$ cat src/ptp_pkg.sv
// Package with register indices, field positions and reset values of the period timer PWM block.
package ptp_pkg;

    localparam int          REG_IDX_W        = 8;
    // Register indices; the byte address is four times the index.
    localparam logic [7:0]  IDX_INT_CTRL     = 8'h0b;
    localparam logic [7:0]  IDX_PERIPH_FLAGS = 8'h0c;
    localparam logic [7:0]  IDX_PERIOD_CNT   = 8'h11;
    localparam logic [7:0]  IDX_TICK_CTRL    = 8'h12;
    localparam logic [7:0]  IDX_DUTY_BUF     = 8'h15;
    localparam logic [7:0]  IDX_ACTIVE_DUTY  = 8'h16;
    localparam logic [7:0]  IDX_CMP_CTRL     = 8'h17;
    localparam logic [7:0]  IDX_PIN_DATA     = 8'h06;
    localparam logic [7:0]  IDX_PIN_DIR      = 8'h86;
    localparam logic [7:0]  IDX_PERIPH_EN    = 8'h8c;
    localparam logic [7:0]  IDX_PERIOD_LIM   = 8'h92;

    localparam logic [7:0]  RST_ZERO         = 8'h00;
    localparam logic [7:0]  RST_PERIOD_LIM   = 8'hff;
    localparam logic [7:0]  RST_PIN_DIR      = 8'hff;

    // Field positions.
    localparam int          TC_PRE_LO        = 0;
    localparam int          TC_RUN_BIT       = 2;
    localparam int          TC_POST_LO       = 3;
    localparam int          FLAG_MATCH_BIT   = 1;
    localparam int          CC_DUTY_LO       = 4;
    localparam int          CC_MODE_LO       = 2;
    localparam int          PIN_BIT          = 2;
    localparam logic [1:0]  CC_MODE_PWM      = 2'h3;
    localparam logic [7:0]  TICK_CTRL_MASK   = 8'h7f;

    // Prescaler terminal counts for 1:1, 1:4 and 1:16.
    localparam logic [3:0]  PRE_END_1        = 4'h0;
    localparam logic [3:0]  PRE_END_4        = 4'h3;
    localparam logic [3:0]  PRE_END_16       = 4'hf;
    localparam logic [1:0]  PHASE_LAST       = 2'h3;

    localparam logic [1:0]  RESP_OKAY        = 2'h0;
    localparam logic [1:0]  RESP_SLVERR      = 2'h2;

endpackage : ptp_pkg

$ cat src/ptp_period_timer_pwm.sv
// Period timer with prescaler, postscaler and a double-buffered 10-bit PWM, behind an AXI4-Lite slave.
//
// The implementer's own choice: the AXI4-Lite interface to the registers.
`timescale 1ns/1ps
`default_nettype none
module ptp_period_timer_pwm
    import ptp_pkg::*;
#(
    parameter int ADDR_W = 12
) (
    input  wire logic              aclk,
    input  wire logic              aresetn,
    input  wire logic [ADDR_W-1:0] s_axi_awaddr,
    input  wire logic [2:0]        s_axi_awprot,
    input  wire logic              s_axi_awvalid,
    output var  logic              s_axi_awready,
    input  wire logic [31:0]       s_axi_wdata,
    input  wire logic [3:0]        s_axi_wstrb,
    input  wire logic              s_axi_wvalid,
    output var  logic              s_axi_wready,
    output var  logic [1:0]        s_axi_bresp,
    output var  logic              s_axi_bvalid,
    input  wire logic              s_axi_bready,
    input  wire logic [ADDR_W-1:0] s_axi_araddr,
    input  wire logic [2:0]        s_axi_arprot,
    input  wire logic              s_axi_arvalid,
    output var  logic              s_axi_arready,
    output var  logic [31:0]       s_axi_rdata,
    output var  logic [1:0]        s_axi_rresp,
    output var  logic              s_axi_rvalid,
    input  wire logic              s_axi_rready,
    output var  logic              wave_output_pin_o,
    output var  logic              wave_output_pin_oe
);

    // Maps a byte address to a register index and tells whether it is mapped.
    function automatic logic [REG_IDX_W:0] decode(input logic [ADDR_W-1:0] addr);
        logic [REG_IDX_W-1:0] idx;
        logic                 hit;
        idx = addr[REG_IDX_W+1:2];
        hit = (addr[1:0] == 2'h0) && (addr[ADDR_W-1:REG_IDX_W+2] == '0);
        unique case (idx)
            IDX_INT_CTRL, IDX_PERIPH_FLAGS, IDX_PERIOD_CNT, IDX_TICK_CTRL,
            IDX_DUTY_BUF, IDX_ACTIVE_DUTY, IDX_CMP_CTRL, IDX_PIN_DATA,
            IDX_PIN_DIR, IDX_PERIPH_EN, IDX_PERIOD_LIM: hit = hit;
            default: hit = 1'b0;
        endcase
        return {hit, idx};
    endfunction : decode

    // Software-visible registers; active_duty_ext is internal and cannot be read or written.
    logic [7:0] interrupt_control;
    logic [7:0] peripheral_flags;
    logic [7:0] peripheral_enables;
    logic [7:0] period_counter;
    logic [7:0] tick_timer_control;
    logic [7:0] period_limit;
    logic [7:0] duty_buffer;
    logic [7:0] active_duty;
    logic [1:0] active_duty_ext;
    logic [7:0] compare_unit_control;
    logic [7:0] wave_pin_direction;
    logic [7:0] wave_pin_data_latch;

    // Time base state.
    logic [1:0] phase;
    logic [3:0] pre_cnt;
    logic [3:0] post_cnt;
    logic       pwm_latch;

    // Bus write side.
    logic [ADDR_W-1:0] aw_addr;
    logic              aw_held;
    logic [7:0]        w_byte;
    logic              w_lane0;
    logic              w_held;

    logic [REG_IDX_W:0]   wdec;
    logic [REG_IDX_W:0]   rdec;
    logic                 wr_go;
    logic                 wr_ok;
    logic [REG_IDX_W-1:0] wr_idx;

    assign wdec   = decode(aw_addr);
    assign rdec   = decode(s_axi_araddr);
    assign wr_go  = aw_held && w_held && !s_axi_bvalid;
    assign wr_ok  = wr_go && wdec[REG_IDX_W] && w_lane0;
    assign wr_idx = wdec[REG_IDX_W-1:0];

    logic wr_cnt;
    logic wr_tc;
    assign wr_cnt = wr_ok && (wr_idx == IDX_PERIOD_CNT);
    assign wr_tc  = wr_ok && (wr_idx == IDX_TICK_CTRL);

    // Time base decode.
    logic       run;
    logic [1:0] pre_sel;
    logic [3:0] pre_end;
    logic       tick;
    logic       rollover;
    logic       pwm_mode;
    logic [1:0] low_bits;

    assign run      = tick_timer_control[TC_RUN_BIT];
    assign pre_sel  = tick_timer_control[TC_PRE_LO +: 2];
    assign pwm_mode = compare_unit_control[CC_MODE_LO +: 2] == CC_MODE_PWM;

    always_comb begin
        unique case (pre_sel)
            2'h0: begin
                pre_end  = PRE_END_1;
                low_bits = phase;
            end
            2'h1: begin
                pre_end  = PRE_END_4;
                low_bits = pre_cnt[1:0];
            end
            default: begin
                pre_end  = PRE_END_16;
                low_bits = pre_cnt[3:2];
            end
        endcase
    end

    assign tick     = run && (phase == PHASE_LAST) && (pre_cnt == pre_end);
    assign rollover = tick && (period_counter == period_limit);

    // Write address and data channels are taken independently.
    always_ff @(posedge aclk) begin
        if (!aresetn) begin
            aw_held <= 1'b0;
            aw_addr <= '0;
        end else if (s_axi_awvalid && s_axi_awready) begin
            aw_held <= 1'b1;
            aw_addr <= s_axi_awaddr;
        end else if (wr_go) begin
            aw_held <= 1'b0;
        end
    end

    always_ff @(posedge aclk) begin
        if (!aresetn) begin
            w_held  <= 1'b0;
            w_byte  <= RST_ZERO;
            w_lane0 <= 1'b0;
        end else if (s_axi_wvalid && s_axi_wready) begin
            w_held  <= 1'b1;
            w_byte  <= s_axi_wdata[7:0];
            w_lane0 <= s_axi_wstrb[0];
        end else if (wr_go) begin
            w_held <= 1'b0;
        end
    end

    always_ff @(posedge aclk) begin
        if (!aresetn) begin
            s_axi_awready <= 1'b0;
            s_axi_wready  <= 1'b0;
        end else begin
            s_axi_awready <= !aw_held && !(s_axi_awvalid && s_axi_awready) && !s_axi_bvalid;
            s_axi_wready  <= !w_held && !(s_axi_wvalid && s_axi_wready) && !s_axi_bvalid;
        end
    end

    always_ff @(posedge aclk) begin
        if (!aresetn) begin
            s_axi_bvalid <= 1'b0;
            s_axi_bresp  <= RESP_OKAY;
        end else if (wr_go) begin
            s_axi_bvalid <= 1'b1;
            s_axi_bresp  <= wdec[REG_IDX_W] ? RESP_OKAY : RESP_SLVERR;
        end else if (s_axi_bready) begin
            s_axi_bvalid <= 1'b0;
        end
    end

    // Read channel: one cycle from address to data.
    logic [7:0] rd_byte;
    always_comb begin
        unique case (rdec[REG_IDX_W-1:0])
            IDX_INT_CTRL:     rd_byte = interrupt_control;
            IDX_PERIPH_FLAGS: rd_byte = peripheral_flags;
            IDX_PERIOD_CNT:   rd_byte = period_counter;
            IDX_TICK_CTRL:    rd_byte = tick_timer_control;
            IDX_DUTY_BUF:     rd_byte = duty_buffer;
            IDX_ACTIVE_DUTY:  rd_byte = active_duty;
            IDX_CMP_CTRL:     rd_byte = compare_unit_control;
            IDX_PIN_DATA:     rd_byte = wave_pin_data_latch;
            IDX_PIN_DIR:      rd_byte = wave_pin_direction;
            IDX_PERIPH_EN:    rd_byte = peripheral_enables;
            IDX_PERIOD_LIM:   rd_byte = period_limit;
            default:          rd_byte = RST_ZERO;
        endcase
    end

    always_ff @(posedge aclk) begin
        if (!aresetn) begin
            s_axi_arready <= 1'b0;
        end else begin
            s_axi_arready <= !s_axi_rvalid && !(s_axi_arvalid && s_axi_arready);
        end
    end

    always_ff @(posedge aclk) begin
        if (!aresetn) begin
            s_axi_rvalid <= 1'b0;
            s_axi_rdata  <= '0;
            s_axi_rresp  <= RESP_OKAY;
        end else if (s_axi_arvalid && s_axi_arready) begin
            s_axi_rvalid <= 1'b1;
            s_axi_rdata  <= {24'h00_0000, rdec[REG_IDX_W] ? rd_byte : RST_ZERO};
            s_axi_rresp  <= rdec[REG_IDX_W] ? RESP_OKAY : RESP_SLVERR;
        end else if (s_axi_rready) begin
            s_axi_rvalid <= 1'b0;
        end
    end

    // Plain storage registers.
    always_ff @(posedge aclk) begin
        if (!aresetn) begin
            interrupt_control    <= RST_ZERO;
            peripheral_enables   <= RST_ZERO;
            period_limit         <= RST_PERIOD_LIM;
            duty_buffer          <= RST_ZERO;
            compare_unit_control <= RST_ZERO;
            wave_pin_data_latch  <= RST_ZERO;
            wave_pin_direction   <= RST_PIN_DIR;
        end else if (wr_ok) begin
            unique case (wr_idx)
                IDX_INT_CTRL:   interrupt_control    <= w_byte;
                IDX_PERIPH_EN:  peripheral_enables   <= w_byte;
                IDX_PERIOD_LIM: period_limit         <= w_byte;
                IDX_DUTY_BUF:   duty_buffer          <= w_byte;
                IDX_CMP_CTRL:   compare_unit_control <= w_byte;
                IDX_PIN_DATA:   wave_pin_data_latch  <= w_byte;
                IDX_PIN_DIR:    wave_pin_direction   <= w_byte;
                default:        interrupt_control    <= interrupt_control;
            endcase
        end
    end

    always_ff @(posedge aclk) begin
        if (!aresetn) begin
            tick_timer_control <= RST_ZERO;
        end else if (wr_tc) begin
            tick_timer_control <= w_byte & TICK_CTRL_MASK;
        end
    end

    // Period counter: a control write leaves it alone.
    always_ff @(posedge aclk) begin
        if (!aresetn) begin
            period_counter <= RST_ZERO;
        end else if (wr_cnt) begin
            period_counter <= w_byte;
        end else if (rollover) begin
            period_counter <= RST_ZERO;
        end else if (tick) begin
            period_counter <= period_counter + 8'h01;
        end
    end

    // Quarter phase and prescaler.
    always_ff @(posedge aclk) begin
        if (!aresetn || wr_cnt || wr_tc) begin
            phase   <= 2'h0;
            pre_cnt <= 4'h0;
        end else if (run) begin
            phase <= phase + 2'h1;
            if (phase == PHASE_LAST) begin
                pre_cnt <= (pre_cnt == pre_end) ? 4'h0 : pre_cnt + 4'h1;
            end
        end
    end

    // Postscaler counts period matches only; the PWM never sees it.
    always_ff @(posedge aclk) begin
        if (!aresetn || wr_cnt || wr_tc) begin
            post_cnt <= 4'h0;
        end else if (rollover) begin
            if (post_cnt == tick_timer_control[TC_POST_LO +: 4]) begin
                post_cnt <= 4'h0;
            end else begin
                post_cnt <= post_cnt + 4'h1;
            end
        end
    end

    // Flag register: a hardware set wins over a software clear.
    logic post_done;
    assign post_done = rollover && (post_cnt == tick_timer_control[TC_POST_LO +: 4]);

    always_ff @(posedge aclk) begin
        if (!aresetn) begin
            peripheral_flags <= RST_ZERO;
        end else begin
            if (wr_ok && wr_idx == IDX_PERIPH_FLAGS) begin
                peripheral_flags <= w_byte;
            end
            if (post_done) begin
                peripheral_flags[FLAG_MATCH_BIT] <= 1'b1;
            end
        end
    end

    // Active duty is loaded at rollover; software may write it only outside PWM mode.
    always_ff @(posedge aclk) begin
        if (!aresetn) begin
            active_duty     <= RST_ZERO;
            active_duty_ext <= 2'h0;
        end else if (rollover) begin
            active_duty     <= duty_buffer;
            active_duty_ext <= compare_unit_control[CC_DUTY_LO +: 2];
        end else if (wr_ok && wr_idx == IDX_ACTIVE_DUTY && !pwm_mode) begin
            active_duty <= w_byte;
        end
    end

    // PWM latch: set at rollover unless the new duty is zero, cleared on a duty match.
    logic duty_zero;
    logic duty_match;
    assign duty_zero  = {duty_buffer, compare_unit_control[CC_DUTY_LO +: 2]} == 10'h000;
    assign duty_match = {active_duty, active_duty_ext} == {period_counter, low_bits};

    always_ff @(posedge aclk) begin
        if (!aresetn || compare_unit_control == RST_ZERO) begin
            pwm_latch <= 1'b0;
        end else if (pwm_mode && rollover) begin
            pwm_latch <= !duty_zero;
        end else if (pwm_mode && duty_match) begin
            pwm_latch <= 1'b0;
        end
    end

    // Pin drive: waveform in PWM mode, port data latch otherwise.
    always_ff @(posedge aclk) begin
        if (!aresetn) begin
            wave_output_pin_o  <= 1'b0;
            wave_output_pin_oe <= 1'b0;
        end else begin
            // Masking with the match drops the pin in the first matching cycle, so high time is duty exactly.
            wave_output_pin_o  <= pwm_mode ? (pwm_latch && !duty_match) : wave_pin_data_latch[PIN_BIT];
            wave_output_pin_oe <= !wave_pin_direction[PIN_BIT];
        end
    end

endmodule : ptp_period_timer_pwm
`default_nettype wire

$ cat config.mk
export PLATFORM = sky130hd
export DESIGN_NAME = ptp_period_timer_pwm
export DESIGN_NICKNAME = d
export VERILOG_FILES = /design/src/ptp_pkg.sv /design/src/ptp_period_timer_pwm.sv
export SDC_FILE = /design/constraint.sdc
export NUM_CORES = 1
export LEC_CHECK = 0
export ABC_AREA = 1
export BUFFER_PORTS_ARGS = -buffer_cell sky130_fd_sc_hd__buf_2
export CELL_PAD_IN_SITES_DETAIL_PLACEMENT = 1
export CELL_PAD_IN_SITES_GLOBAL_PLACEMENT = 2
export CORE_UTILIZATION = 35
export CTS_BUF_LIST = sky130_fd_sc_hd__clkbuf_2
export DETAILED_ROUTE_END_ITERATION = 10
export HOLD_SLACK_MARGIN = 0.05
export PLACE_DENSITY = 0.83
export SLEW_MARGIN = 20
export SYNTH_ARGS = -nofsm -noshare
export SYNTH_HDL_FRONTEND = slang
export SYNTH_SLANG_ARGS = --single-unit
$ cat constraint.sdc
create_clock -name aclk -period 2.75 [get_ports aclk]
set_input_delay 0.1375 -clock aclk [delete_from_list [all_inputs] [get_ports aclk]]
set_output_delay 0.1375 -clock aclk [all_outputs]
set_load 0.01 [all_outputs]
==> impl_summary.log, run 1 <==
INFO  metric asyncSetResetFlopFracSynth = 0%
INFO  metric std_cell_rows = 51
INFO  metric start_util = a little over a third
INFO  metric filler_cell_count = 2525
INFO  metric fin_skew = slightly below 0.05 ns
INFO  metric post_route_drc_violation_count = 0
INFO  metric htree_levels = 4
INFO  metric dominantRegCellSynth = sky130_fd_sc_hd__dfxtp_1
INFO  metric hold_path.class = primary input to flop
INFO  metric reg2reg_to = w_byte[5]
INFO  metric slew_viol_final = 0
INFO  metric postSynthRegisterBits = 140
INFO  metric worst_r2r_startpoint = s_axi_wready
INFO  metric synth_xor_xnor_area_share = under 10%
INFO  metric drt_wl_total = approximately 24 mm
INFO  metric max_clock_freq = 410 MHz
INFO  metric yosys_warnings = 0
INFO  metric timing.critical_path.from_type = flop
INFO  metric timing.critical_path.required = 3.42 ns
INFO  metric synth_mux_area_share = 0%
INFO  metric pin_count = 116
INFO  metric grt_start_max_net_pins = 52
INFO  metric ys_seq_area_share = between 30% and 40%
INFO  metric clock_path_buffers = 2
INFO  metric registers.top_by_ff_count = aw_addr
INFO  metric reg2reg_slack = 0.31 ns
INFO  metric port_buffers = 56
INFO  metric antenna_found_initial = 1
INFO  metric timing.hold.worst_endpoint = s_axi_rdata[5]
INFO  metric post-route-period-util = 88.7%
INFO  metric first_global_vias = 6789
INFO  metric post_synth_inst_count = 973
INFO  metric synth.lib_cells_used.distinct = 43
INFO  metric outcome = completed
INFO  metric floorplan.die.width = 144 um
INFO  metric layout-area-overhead-vs-synth = 19.0%
INFO  metric core_area = 19500 um2
INFO  metric dp_hpwl = between 15 and 20 mm
INFO  metric cts_sinks = 140
INFO  metric synth_top_area_share = 40.0%
INFO  metric synth_adder_area_share = 0.714%
INFO  metric clock-root-buffer = sky130_fd_sc_hd__clkbuf_2
INFO  metric max_slew.worst_pin.slew = 0.632 ns
INFO  metric synth_area = approximately 7000 um2
INFO  metric cell_types_occupying_the_most_area_after_synthesis = sky130_fd_sc_hd__dfxtp_1, sky130_fd_sc_hd__nand2_1, sky130_fd_sc_hd__o21ai_0
INFO  metric clkLatencyLatePin = between 0.7 and 0.8 ns
INFO  metric worst_slew_margin_rel = between 50% and 60%
INFO  metric global_route.usage.total = about a quarter
INFO  metric multi_input_comb_area = between 3000 and 4000 um2
INFO  metric p_total = between 3 and 4 mW
INFO  metric power_per_cell_area = 451 nW/um2
INFO  metric routedWlPerCell = 17.9 um
INFO  metric library_cell_occupying_the_most_area_in_the_post_synthesis_netlist = sky130_fd_sc_hd__dfxtp_1
INFO  metric synth_top_family_by_area = simple AND/OR/NAND/NOR gates
INFO  metric final-hold-violation-count = 0
INFO  metric regArea = 2800 um2
INFO  metric largest_register_ffs = 12
INFO  metric grt_first_pass_wirelength = approximately 38 mm
INFO  metric dr.first_iter.drc_count = 388
INFO  metric preCtsSetupSlack = about 0.54 ns
INFO  metric cp_data_arrival_time = 3.12 ns
INFO  metric synth_area_per_cell = a little over 7 um2
INFO  metric cp_max_fo = 19
INFO  metric synth_compound_area_share = 19.8%
INFO  metric post_cts.repair.setup_buffers = 0
INFO  metric number_of_clock_buffers_inserted_by_tritoncts = 17
INFO  metric via_per_inst = roughly 5
INFO  metric minimum_clock_period_after_layout = about 2.4 ns
INFO  metric clock_tree_from_tritoncts = done
INFO  metric timing.hold.worst_path_depth = 8
INFO  metric final_net_count = 1167
INFO  metric postRouteAntennaNets = 0
INFO  metric cap_violations = 0
INFO  metric critical_path.endpoint_type = flop
INFO  metric number_of_flops_mapped_to_enable_cells_by_yosys = 0
INFO  metric final_setup_violation_count = 0
INFO  metric drt-pass1-iter-count = 5
INFO  metric power.leakage = 3.81 nW
INFO  metric cts_clk_pin_slew_worst_paths = roughly 0.25 ns
INFO  metric critical_path_class = flop to flop
INFO  metric timing.hold.worst.start = s_axi_araddr[4]
INFO  metric finalSetupTns = 0 ns
INFO  metric setup_ws = 0.310 ns
INFO  metric gr_overflow_total = 0
INFO  metric gp_congestion = approximately 0.86
INFO  metric depth_of_the_most_critical_reg_to_reg_path = 5
INFO  metric yosys.area_share.simple = 26.0%
INFO  metric post_route_cells_drive_above_1_share = 13.5%
INFO  metric design.die.area = 20600 um2
INFO  metric vias = ~6900
INFO  metric die-height = around 140 um
INFO  metric vdd_ir_drop_max = 0.274 mV
INFO  metric grt_setup_unrepaired = no
[layout make-up]
class	count	area share, %
Multi-Input combinational cell	704	42.5
Sequential cell	140	33.6
Timing Repair Buffer	137	12.9
Inverter	90	4.11
Tap cell	265	3.98
Clock inverter	14	1.91
Clock buffer	17	1.02
Antenna cell	1	0.0300
[metal layers]
metal / part of all wire, % / up-vias / wire length, um / GRT usage, %
li1: - / 3403 / - / -
met1: 48 / 3315 / 11700 / 33.3
met2: 48 / 131 / 11600 / 41.3
met3: 3.3 / 29 / 811 / 3.73
met4: 1.3 / 0 / 325 / 6.22
met5: 0 / - / 0 / 0
[metrics by stage]
stage | cells | hold slack [ns] | instance area, um2 | utilization, %
after floorplan | 998 | 0.296 | 7100 | -
after global placement | 1268 | 0.389 | 7410 | 38.0
after detailed placement | 1268 | 0.396 | 7410 | 38.0
after CTS | 1367 | 0.112 | 8340 | 42.7
after global routing | 1368 | 0.172 | 8340 | 42.7
final | 1368 | 0.175 | 8340 | 42.7
[worst max-delay path, stage by stage (launching register included)]
cell and delay (ns):
sky130_fd_sc_hd__dfxtp_1 0.41, sky130_fd_sc_hd__nand2_1 0.37, sky130_fd_sc_hd__o21ai_0 0.34, sky130_fd_sc_hd__dlygate4sd3_1 0.60, sky130_fd_sc_hd__a21oi_1 0.04, sky130_fd_sc_hd__dlygate4sd3_1 0.58
[worst max-delay path by stage]
stage | start | end | slack [ns]
6_report | s_axi_wready | w_byte[5] | 0.31
3_3_place_gp | tick_timer_control[0] | active_duty[3] | 0.58
5_1_grt | s_axi_awready | aw_addr[6] | 0.19
2_1_floorplan | s_axi_bvalid | active_duty[2] | 1.00
3_5_place_dp | tick_timer_control[0] | active_duty[6] | 0.54
4_1_cts | s_axi_awready | aw_addr[2] | 0.46
[Yosys cell counts, types with 7 or more instances]
library cell               number
sky130_fd_sc_hd__buf_2          9
sky130_fd_sc_hd__clkinv_1      10
sky130_fd_sc_hd__dfxtp_1      140
sky130_fd_sc_hd__a21oi_1      105
sky130_fd_sc_hd__buf_6          8
sky130_fd_sc_hd__buf_4         28
sky130_fd_sc_hd__o211ai_2      10
sky130_fd_sc_hd__nand3_1       49
sky130_fd_sc_hd__inv_1         73
sky130_fd_sc_hd__o211ai_1       7
sky130_fd_sc_hd__nor4_1         8
sky130_fd_sc_hd__nor2_4         7
sky130_fd_sc_hd__o21ai_1       13
sky130_fd_sc_hd__xor2_1         7
sky130_fd_sc_hd__nor2_1        81
sky130_fd_sc_hd__nand2_1      210
sky130_fd_sc_hd__o21ai_0      107
sky130_fd_sc_hd__xnor2_1       14
sky130_fd_sc_hd__clkbuf_1      19
sky130_fd_sc_hd__nand4_1       10
[kinds of logic (layout without fill, tap and decap cells)]
logic type	count (synthesis)	after routing
buffers and inverters	154	258
other	1	27
XOR/XNOR	21	21
adder cells (fa/ha/maj)	4	4
AO/OA/AOI/OAI	253	253
AND/OR/NAND/NOR	400	400
flip-flops	140	140
[cells in the final DEF (no fill, tap or decap), types with 3 or more instances in the layout]
cell type                         n
sky130_fd_sc_hd__nand2_1        210
sky130_fd_sc_hd__dfxtp_1        140
sky130_fd_sc_hd__o21ai_0        107
sky130_fd_sc_hd__a21oi_1        105
sky130_fd_sc_hd__nor2_1          81
sky130_fd_sc_hd__inv_1           73
sky130_fd_sc_hd__dlygate4sd3_1   68
sky130_fd_sc_hd__buf_2           55
sky130_fd_sc_hd__nand3_1         49
sky130_fd_sc_hd__conb_1          26
sky130_fd_sc_hd__clkbuf_2        17
sky130_fd_sc_hd__xnor2_1         14
sky130_fd_sc_hd__o21ai_1         13
sky130_fd_sc_hd__buf_4           13
sky130_fd_sc_hd__clkinv_1        10
sky130_fd_sc_hd__o211ai_2        10
sky130_fd_sc_hd__nand4_1         10
sky130_fd_sc_hd__nor4_1           8
sky130_fd_sc_hd__nor2_4           7
sky130_fd_sc_hd__o211ai_1         7
sky130_fd_sc_hd__xor2_1           7
sky130_fd_sc_hd__inv_2            6
sky130_fd_sc_hd__nor2_2           6
sky130_fd_sc_hd__inv_6            6
sky130_fd_sc_hd__nor3_1           6
sky130_fd_sc_hd__o2111ai_1        6
sky130_fd_sc_hd__nand2_2          5
sky130_fd_sc_hd__ha_1             4
sky130_fd_sc_hd__clkinv_4         4
sky130_fd_sc_hd__nand3_2          3
sky130_fd_sc_hd__or2_2            3
sky130_fd_sc_hd__nand2_4          3
[report_power, final]
group,internal [mW],switching (mW),total [mW]
combinational,0.147,0.218,0.365
sequential,2.07,0.0281,2.10
clock,0.431,0.873,1.30
[what timing repair did]
item,in CTS,in global routing
hold buffers,68,0
gates resized for setup,0,0
endpoints found under the hold margin,89,0
No activity file was read; power rests on OpenSTA's default activity.
==> run 2: changes to the inputs <==
--- a/config.mk
+++ b/config.mk
@@ -5,11 +5,11 @@
 export SDC_FILE = /design/constraint.sdc
 export NUM_CORES = 1
 export LEC_CHECK = 0
-export ABC_AREA = 1
+export ABC_AREA = 0
 export BUFFER_PORTS_ARGS = -buffer_cell sky130_fd_sc_hd__buf_2
 export CELL_PAD_IN_SITES_DETAIL_PLACEMENT = 1
 export CELL_PAD_IN_SITES_GLOBAL_PLACEMENT = 2
-export CORE_UTILIZATION = 35
+export CORE_UTILIZATION = 38
 export CTS_BUF_LIST = sky130_fd_sc_hd__clkbuf_2
 export DETAILED_ROUTE_END_ITERATION = 10
 export HOLD_SLACK_MARGIN = 0.05
==> impl_summary.log, run 2 <==
INFO  metric layout_commonest_cell = sky130_fd_sc_hd__dfxtp_1
INFO  metric clkLatencyLatePin = 0.79 ns (+0.02 ns)
INFO  metric gr_overflow_total = 0 (unchanged)
INFO  metric number_of_flops_mapped_to_enable_cells_by_yosys = 0 (unchanged)
INFO  metric fin_skew = 0.0418 ns (-0.00773 ns)
INFO  metric power_per_cell_area = 415 nW/um2 (-8.1%)
INFO  metric ys_seq_area_share = 38.5% (-1.5 points)
INFO  metric vdd_ir_drop_max = 0.264 mV (-3.7%)
INFO  metric cts_clk_pin_slew_worst_paths = 0.23 ns (-0.02 ns)
INFO  metric cts_hold_buf = 83 (+22%)
INFO  metric dominantRegCellSynth = sky130_fd_sc_hd__dfxtp_1
INFO  metric register_share_of_total_power = 57.8% (+2.1 points)
INFO  metric port_buffers = 56 (unchanged)
INFO  metric gp_congestion = 0.854 (-0.79%)
INFO  metric p_comb_share = 9.2% (-0.5 points)
INFO  metric slew_viol_final = 0 (unchanged)
INFO  metric synth.lib_cells_used.distinct = 63 (+47%)
INFO  metric filler_cell_count = 2211 (-12%)
INFO  metric grt_first_pass_wirelength = 38.4 mm (+1.5%)
INFO  metric post_synth_most_frequent_cells = sky130_fd_sc_hd__dfxtp_1, sky130_fd_sc_hd__nand2_1, sky130_fd_sc_hd__mux2i_1, sky130_fd_sc_hd__nor2b_1, sky130_fd_sc_hd__clkbuf_1
INFO  metric critical_path_class = primary input to flop
INFO  metric drt-pass1-iter-count = 5 (unchanged)
INFO  metric power.leakage = 3.54 nW (-7.1%)
INFO  metric max_slew.worst_pin.slew = 0.897 ns (+0.265 ns)
INFO  metric floorplan.die.width = 140 um (-2.2%)
INFO  metric worst_slew_margin_rel = 39.7% (-18 points)
INFO  metric drt_wl_total = 24.1 mm (-1.6%)
INFO  metric finalSetupTns = 0 ns (unchanged)
INFO  metric multi_input_comb_area = 4130 um2 (+16%)
INFO  metric preCtsSetupSlack = 0.435 ns (-0.101 ns)
INFO  metric std_cell_rows = 50 (-2.0%)
INFO  metric synthMostInstantiatedCell = sky130_fd_sc_hd__dfxtp_1
INFO  metric cap_violations = 0 (unchanged)
INFO  metric largest_register_ffs = 12 (unchanged)
INFO  metric registers.top_by_ff_count = aw_addr
INFO  metric setup_ws = 0.161 ns (-0.148 ns)
INFO  metric postRouteAntennaNets = 0 (unchanged)
INFO  metric hold_path.class = primary input to flop
INFO  metric synth_area_per_cell = 8.91 um2 (+24%)
INFO  metric post_route_drc_violation_count = 0 (unchanged)
INFO  metric yosys_warnings = 0 (unchanged)
INFO  metric cellInternalPower = 2.57 mW (-2.8%)
INFO  metric via_per_inst = 5.54 (+10%)
INFO  metric vias = 6624 (-3.7%)
INFO  metric cp_data_arrival_time = 3.32 ns (+0.20 ns)
INFO  metric critical_path.endpoint_type = flop
INFO  metric timing.critical_path.required = 3.48 ns (+0.06 ns)
INFO  metric layout.core_utilization = 47.0% (+4.3 points)
INFO  metric first_global_vias = 7032 (+3.6%)
INFO  metric final-hold-violation-count = 0 (unchanged)
INFO  metric diodes = 0 (-1)
INFO  metric grt_start_max_net_pins = 50 (-3.8%)
INFO  metric dr.first_iter.drc_count = 349 (-10%)
INFO  metric cell_types_occupying_the_most_area_after_synthesis = sky130_fd_sc_hd__dfxtp_1, sky130_fd_sc_hd__mux2i_1, sky130_fd_sc_hd__nor2b_1
INFO  metric core_area = 18700 um2 (-4.2%)
INFO  metric design.die.area = 19700 um2 (-4.4%)
INFO  metric layout-area-overhead-vs-synth = 20.9%
INFO  metric regArea = 2800 um2 (unchanged)
INFO  metric clock_path_buffers = 2 (unchanged)
INFO  metric post_cts.resized_instances = 0 (unchanged)
INFO  metric post_cts.repair.setup_buffers = 0 (unchanged)
INFO  metric switching_power = 1.08 mW (-3.4%)
INFO  metric outcome = completed
INFO  metric library_cell_occupying_the_most_area_in_the_post_synthesis_netlist = sky130_fd_sc_hd__dfxtp_1
INFO  metric global_route.usage.total = 25.3% (+0.58 points)
INFO  metric routedWlPerCell = 20.2 um (+13%)
INFO  metric asyncSetResetFlopFracSynth = 0% (unchanged)
INFO  metric antenna_found_initial = 0 (-1)
INFO  metric grt_setup_unrepaired = no
INFO  metric number_of_clock_buffers_inserted_by_tritoncts = 17 (unchanged)
INFO  metric clock_tree_from_tritoncts = done
INFO  metric htree_levels = 4 (unchanged)
INFO  metric pwr-share-clk = 33.0% (-1.6 points)
INFO  metric start_util = 38.9% (+3.0 points)
INFO  metric timing.critical_path.from_type = primary input
INFO  metric synth_area = 7270 um2 (+3.8%)
INFO  metric post-route-period-util = 94.1% (+5.4 points)
INFO  metric post_route_cells_drive_above_1_share = 13.7% (+0.21 points)
INFO  metric clock-root-buffer = sky130_fd_sc_hd__clkbuf_2
INFO  metric post_synth_inst_count = 816 (-16%)
INFO  metric cts_sinks = 140 (unchanged)
INFO  metric die-height = 140 um (-2.2%)
INFO  metric dp_hpwl = 16.3 mm (-2.5%)
INFO  metric final_cell_mix = sky130_fd_sc_hd__dfxtp_1, sky130_fd_sc_hd__nand2_1, sky130_fd_sc_hd__mux2i_1
INFO  metric final_setup_violation_count = 0 (unchanged)
INFO  metric minimum_clock_period_after_layout = 2.59 ns (+0.148 ns)
INFO  metric synth_top_area_share = 38.5% (-1.5 points)
INFO  metric final_net_count = 1025 (-12%)
INFO  metric max_clock_freq = 386 MHz (-5.7%)
INFO  metric p_total = 3.65 mW (-3.0%)
INFO  metric pin_count = 116 (unchanged)
INFO  metric power.share.switching = 29.6% (-0.13 points)
INFO  metric postSynthRegisterBits = 140 (unchanged)
INFO  metric reg2reg_slack = 0.40 ns (+0.09 ns)
INFO  metric cp_max_fo = 12 (-7)
## run 2: cell types whose count changed after synthesis, moves of 61 or more
cell                      delta
sky130_fd_sc_hd__o21ai_0    -69
sky130_fd_sc_hd__inv_1      -67
sky130_fd_sc_hd__nand2_1   -111
sky130_fd_sc_hd__a21oi_1    -74
sky130_fd_sc_hd__nor2b_1    +71
sky130_fd_sc_hd__nor2_1     -61
sky130_fd_sc_hd__mux2i_1    +97
## run 2: power groups by stage
| stage | logic, mW | clock network [mW] | registers, mW |
|---|---|---|---|
| finish | 0.337 | 1.20 | 2.11 |
| global route | 0.364 | 1.33 | 2.12 |
| CTS | 0.326 | 1.23 | 2.11 |
| detailed placement | 0.248 | 0 | 2.15 |
| global placement | 0.240 | 0 | 2.14 |
| floorplan | 0.199 | 0 | 2.11 |
## run 2: worst max-delay path, stage by stage
cell and delay [ns]:
sky130_fd_sc_hd__dlygate4sd3_1 0.52, sky130_fd_sc_hd__buf_2 0.27, sky130_fd_sc_hd__nor4b_2 0.34, sky130_fd_sc_hd__dlygate4sd3_1 0.62
sky130_fd_sc_hd__buf_4 0.17, sky130_fd_sc_hd__and4_1 0.26, sky130_fd_sc_hd__o2bb2ai_1 0.14, sky130_fd_sc_hd__a211oi_1 0.08
sky130_fd_sc_hd__a32oi_1 0.21, sky130_fd_sc_hd__dlygate4sd3_1 0.58
## run 2: per-stage QoR
stage | hold WS (ns) | cell area (um2) | std cells
global route | 0.103 | 8800 | 1195
detailed placement | 0.400 | 7740 | 1080
CTS | 0.0953 | 8800 | 1195
global placement | 0.391 | 7740 | 1080
finish | 0.144 | 8800 | 1195
floorplan | 0.282 | 7370 | 841
## run 2: cell type report
| class | count | area share [%] |
|---|---|---|
| Inverter | 6 | 0.256 |
| Sequential cell | 140 | 31.9 |
| Timing Repair Buffer | 168 | 15.1 |
| Clock buffer | 18 | 1.02 |
| Tap cell | 234 | 3.33 |
| Clock inverter | 14 | 1.52 |
| Multi-Input combinational cell | 615 | 46.9 |
## run 2: worst paths after layout
check                  startpoint        endpoint  depth (start not counted)
setup / recovery  s_axi_araddr[6]  s_axi_rdata[4]                         10
hold / removal    s_axi_araddr[5]  s_axi_rdata[2]                          5
setup reg to reg    s_axi_awready      aw_addr[2]                          5
hold reg to reg      s_axi_rvalid   s_axi_arready                          1
## run 2: kinds of logic after synthesis
family	share of synthesized area [%]
flip-flops	38.5
multiplexers	14.3
XOR/XNOR	3.13
buffers and inverters	6.04
adder cells (fa/ha/maj)	0.688
AND/OR/NAND/NOR	22.0
AO/OA/AOI/OAI	15.3
other	0.0516
## run 2: routing by layer
| layer | global-route usage [%] | vias up | wire [um] |
|---|---|---|---|
| li1 | - | 3116 | - |
| met1 | 32.2 | 3288 | 10700 |
| met2 | 43.4 | 182 | 11700 |
| met3 | 4.68 | 38 | 1210 |
| met4 | 7.69 | 0 | 491 |
| met5 | 0 | - | 0 |
==> run 3: changes to the inputs <==
--- a/config.mk
+++ b/config.mk
@@ -9,11 +9,12 @@
 export BUFFER_PORTS_ARGS = -buffer_cell sky130_fd_sc_hd__buf_2
 export CELL_PAD_IN_SITES_DETAIL_PLACEMENT = 1
 export CELL_PAD_IN_SITES_GLOBAL_PLACEMENT = 2
-export CORE_UTILIZATION = 38
+export CORE_UTILIZATION = 32
 export CTS_BUF_LIST = sky130_fd_sc_hd__clkbuf_2
 export DETAILED_ROUTE_END_ITERATION = 10
 export HOLD_SLACK_MARGIN = 0.05
-export PLACE_DENSITY = 0.83
+export PLACE_DENSITY = 0.74
+export REMOVE_ABC_BUFFERS = 1
 export SLEW_MARGIN = 20
 export SYNTH_ARGS = -nofsm -noshare
 export SYNTH_HDL_FRONTEND = slang
==> constraint.sdc (replaced) <==
create_clock -name aclk -period 2.3 [get_ports aclk]
set_input_delay 0.115 -clock aclk [delete_from_list [all_inputs] [get_ports aclk]]
set_output_delay 0.115 -clock aclk [all_outputs]
set_load 0.01 [all_outputs]
==> impl_summary.log, run 3 (same netlist as run 2, synthesis figures left out) <==
INFO  metric core_area = 22000 um2 (+18%)
INFO  metric post-route-period-util = 97.4%
INFO  metric post_route_drc_violation_count = 2 (+2)
INFO  metric final_net_count = 1047 (+2.1%)
INFO  metric max_clock_freq = ~450 MHz
INFO  metric critical-path-top-delay-family = buffers and inverters
INFO  metric groute.layer.met1.usage = 28.2% (-4.0 points)
INFO  metric dp_hpwl = 16.3 mm (-0.14%)
INFO  metric power_per_cell_area = 492 nW/um2 (+19%)
INFO  metric vias = 6518 (-1.6%)
INFO  metric critPathSlowestCell = sky130_fd_sc_hd__dlygate4sd3_1
INFO  metric number_of_clock_buffers_inserted_by_tritoncts = 17 (unchanged)
INFO  metric fin_skew = 0.0437 ns (+0.00192 ns)
INFO  metric die-height = 153 um (+8.8%)
INFO  metric antenna_found_initial = 1 (+1)
INFO  metric final_cells = 1264 (+5.8%)
INFO  metric cp_data_arrival_time = 2.93 ns (-0.39 ns)
INFO  metric worst_path_cell_chain = dlygate4sd3_1, buf_2, nor4b_2, dlygate4sd3_1, nand2_1, nand3_1, o211ai_1, buf_4, dlygate4sd3_1, a32oi_1
INFO  metric gr_overflow_total = 0 (unchanged)
INFO  metric final_cell_mix = sky130_fd_sc_hd__dfxtp_1, sky130_fd_sc_hd__nand2_1, sky130_fd_sc_hd__mux2i_1
INFO  metric slew_viol_final = 0 (unchanged)
INFO  metric minimum_clock_period_after_layout = 2.24 ns
INFO  metric first_global_vias = 6565 (-6.6%)
INFO  metric routedWlPerCell = 19.0 um (-5.9%)
INFO  metric p_total = 4.47 mW (+22%)
INFO  metric cp_common_cell = sky130_fd_sc_hd__dlygate4sd3_1
INFO  metric vdd_ir_drop_max = 0.386 mV (+46%)
INFO  metric cts_clk_pin_slew_worst_paths = 0.24 ns (about the same)
INFO  metric dr.first_iter.drc_count = 321 (-8.0%)
INFO  metric timing.critical_path.slowest_cell_delay = 0.60 ns (-0.02 ns)
INFO  metric max_slew.worst_pin.slew = 0.858 ns (-0.0393 ns)
INFO  metric cp_max_fo = 8 (-4)
INFO  metric grt_setup_unrepaired = no
INFO  metric grtUsageMet2 = 35.3% (-8.1 points)
INFO  metric timing.critical_path.required = 2.99 ns (-0.49 ns)
INFO  metric grt-busiest-layer = met2
INFO  metric filler_cell_count = 2636 (+19%)
INFO  metric drt-pass1-iter-count = 10 (+5)
INFO  metric cts_sinks = 140 (unchanged)
INFO  metric timing.critical_path.from_type = primary input
INFO  metric drt_wl_total = 24.0 mm (-0.49%)
INFO  metric clock_tree_from_tritoncts = done
INFO  metric floorplan.die.width = 153 um (+8.8%)
INFO  metric worst_slew_margin_rel = 42.7% (+3.1 points)
INFO  metric registers.top_by_ff_count = aw_addr
INFO  metric worstPathBufferInverterCount = 5 (unchanged)
INFO  metric grt_first_pass_wirelength = 37.8 mm (-1.7%)
INFO  metric post_cts.repair.setup_buffers = 0 (unchanged)
INFO  metric design.die.area = 23300 um2 (+18%)
INFO  metric via_per_inst = 5.16 (-7.0%)
INFO  metric gp_congestion = 0.804 (-5.9%)
INFO  metric failed_checks = design-rule violations
INFO  metric port_buffers = 56 (unchanged)
INFO  metric layout-area-overhead-vs-synth = 24.8%
INFO  metric htree_levels = 4 (unchanged)
INFO  metric critical_path_class = primary input to flop
INFO  metric start_util = 33.0% (-5.9 points)
INFO  metric setup_ws = 0.0590 ns (-0.102 ns)
INFO  metric finalSetupTns = 0 ns (unchanged)
INFO  metric clock-root-buffer = sky130_fd_sc_hd__clkbuf_2
INFO  metric layout_commonest_cell = sky130_fd_sc_hd__dfxtp_1
INFO  metric cap_violations = 0 (unchanged)
INFO  metric largest_register_ffs = 12 (unchanged)
INFO  metric outcome = finished, violations left
INFO  metric place_inst = 1144 (+5.9%)
INFO  metric preCtsSetupSlack = 0.157 ns (-0.279 ns)
INFO  metric global_route.usage.total = 21.1% (-4.2 points)
INFO  metric pin_count = 116 (unchanged)
INFO  metric power.leakage = 3.66 nW (+3.4%)
INFO  metric hold_path.class = primary input to flop
INFO  metric post_route_cells_drive_above_1_share = 15.6% (+1.8 points)
INFO  metric critical_path.endpoint_type = flop
INFO  metric clock_path_buffers = 2 (unchanged)
INFO  metric clkLatencyLatePin = 0.77 ns (-0.02 ns)
INFO  metric grt_start_max_net_pins = 73 (+46%)
INFO  metric final_setup_violation_count = 0 (unchanged)
INFO  metric final-hold-violation-count = 0 (unchanged)
INFO  metric regArea = 2800 um2 (unchanged)
INFO  metric grt.met3_usage = 3.75% (-0.93 points)
INFO  metric std_cell_rows = 54 (+8.0%)
INFO  metric multi_input_comb_area = 4140 um2 (+0.36%)
INFO  metric postRouteAntennaNets = 0 (unchanged)
[run 3: changes by cell type in the layout (fill, tap and decap cells not counted), moves of 2 or more]
cell and change:
sky130_fd_sc_hd__buf_4 +19, sky130_fd_sc_hd__dlygate4sd3_1 +4, sky130_fd_sc_hd__and2_1 -2, sky130_fd_sc_hd__buf_2 -2, sky130_fd_sc_hd__clkinvlp_4 -2, sky130_fd_sc_hd__inv_8 +2
[run 3: cell type report]
type                            count  area share, %
Antenna cell                        1         0.0276
Clock buffer                       17          0.937
Clock inverter                     15           1.65
Inverter                            6          0.248
Multi-Input combinational cell    615           45.6
Sequential cell                   140           30.9
Tap cell                          280           3.86
Timing Repair Buffer              190           16.8
[run 3: stage by stage]
step	hold slack (ns)	area [um2]	util (%)
after floorplan	0.177	6950	-
after global placement	0.365	7950	36.1
after detailed placement	0.376	7950	36.1
after CTS	0.101	9060	41.1
after global routing	0.113	9080	41.2
final	0.148	9080	41.2
[run 3: metal layers]
metal,wire length (um),share of wire (%)
met1,11500,48
met2,11500,48
met3,727,3.0
met4,249,1.0
met5,0,0
[run 3: path summary, 6_finish.rpt]
kind / startpoint / cells after the start / slack, ns / to
setup reg to reg: s_axi_awready / 5 / 0.17 / aw_addr[1]
setup / recovery: s_axi_araddr[9] / 10 / 0.06 / s_axi_rdata[4]
hold reg to reg: s_axi_rvalid / 1 / 0.46 / s_axi_arready
hold / removal: s_axi_araddr[3] / 4 / 0.15 / s_axi_rdata[6]
[run 3: where the power goes]
group	internal, mW	leakage (nW)	total, mW	switching, mW
clock	0.434	0.144	1.52	1.09
sequential	2.46	1.13	2.52	0.0568
combinational	0.211	2.38	0.425	0.214
[run 3: worst reg2reg max path, cell delays in order (launching register included)]
cell,delay [ns]
sky130_fd_sc_hd__dfxtp_1,0.42
sky130_fd_sc_hd__and2_4,0.25
sky130_fd_sc_hd__nand2_1,0.07
sky130_fd_sc_hd__dlygate4sd3_1,0.57
sky130_fd_sc_hd__a21boi_0,0.21
sky130_fd_sc_hd__dlygate4sd3_1,0.58
[run 3: repair_timing]
action | in CTS | in global routing
hold endpoints to repair | 129 | 0
hold buffers | 87 | 0
gates resized for setup | 0 | 7
endpoints found under the setup margin | 0 | 30
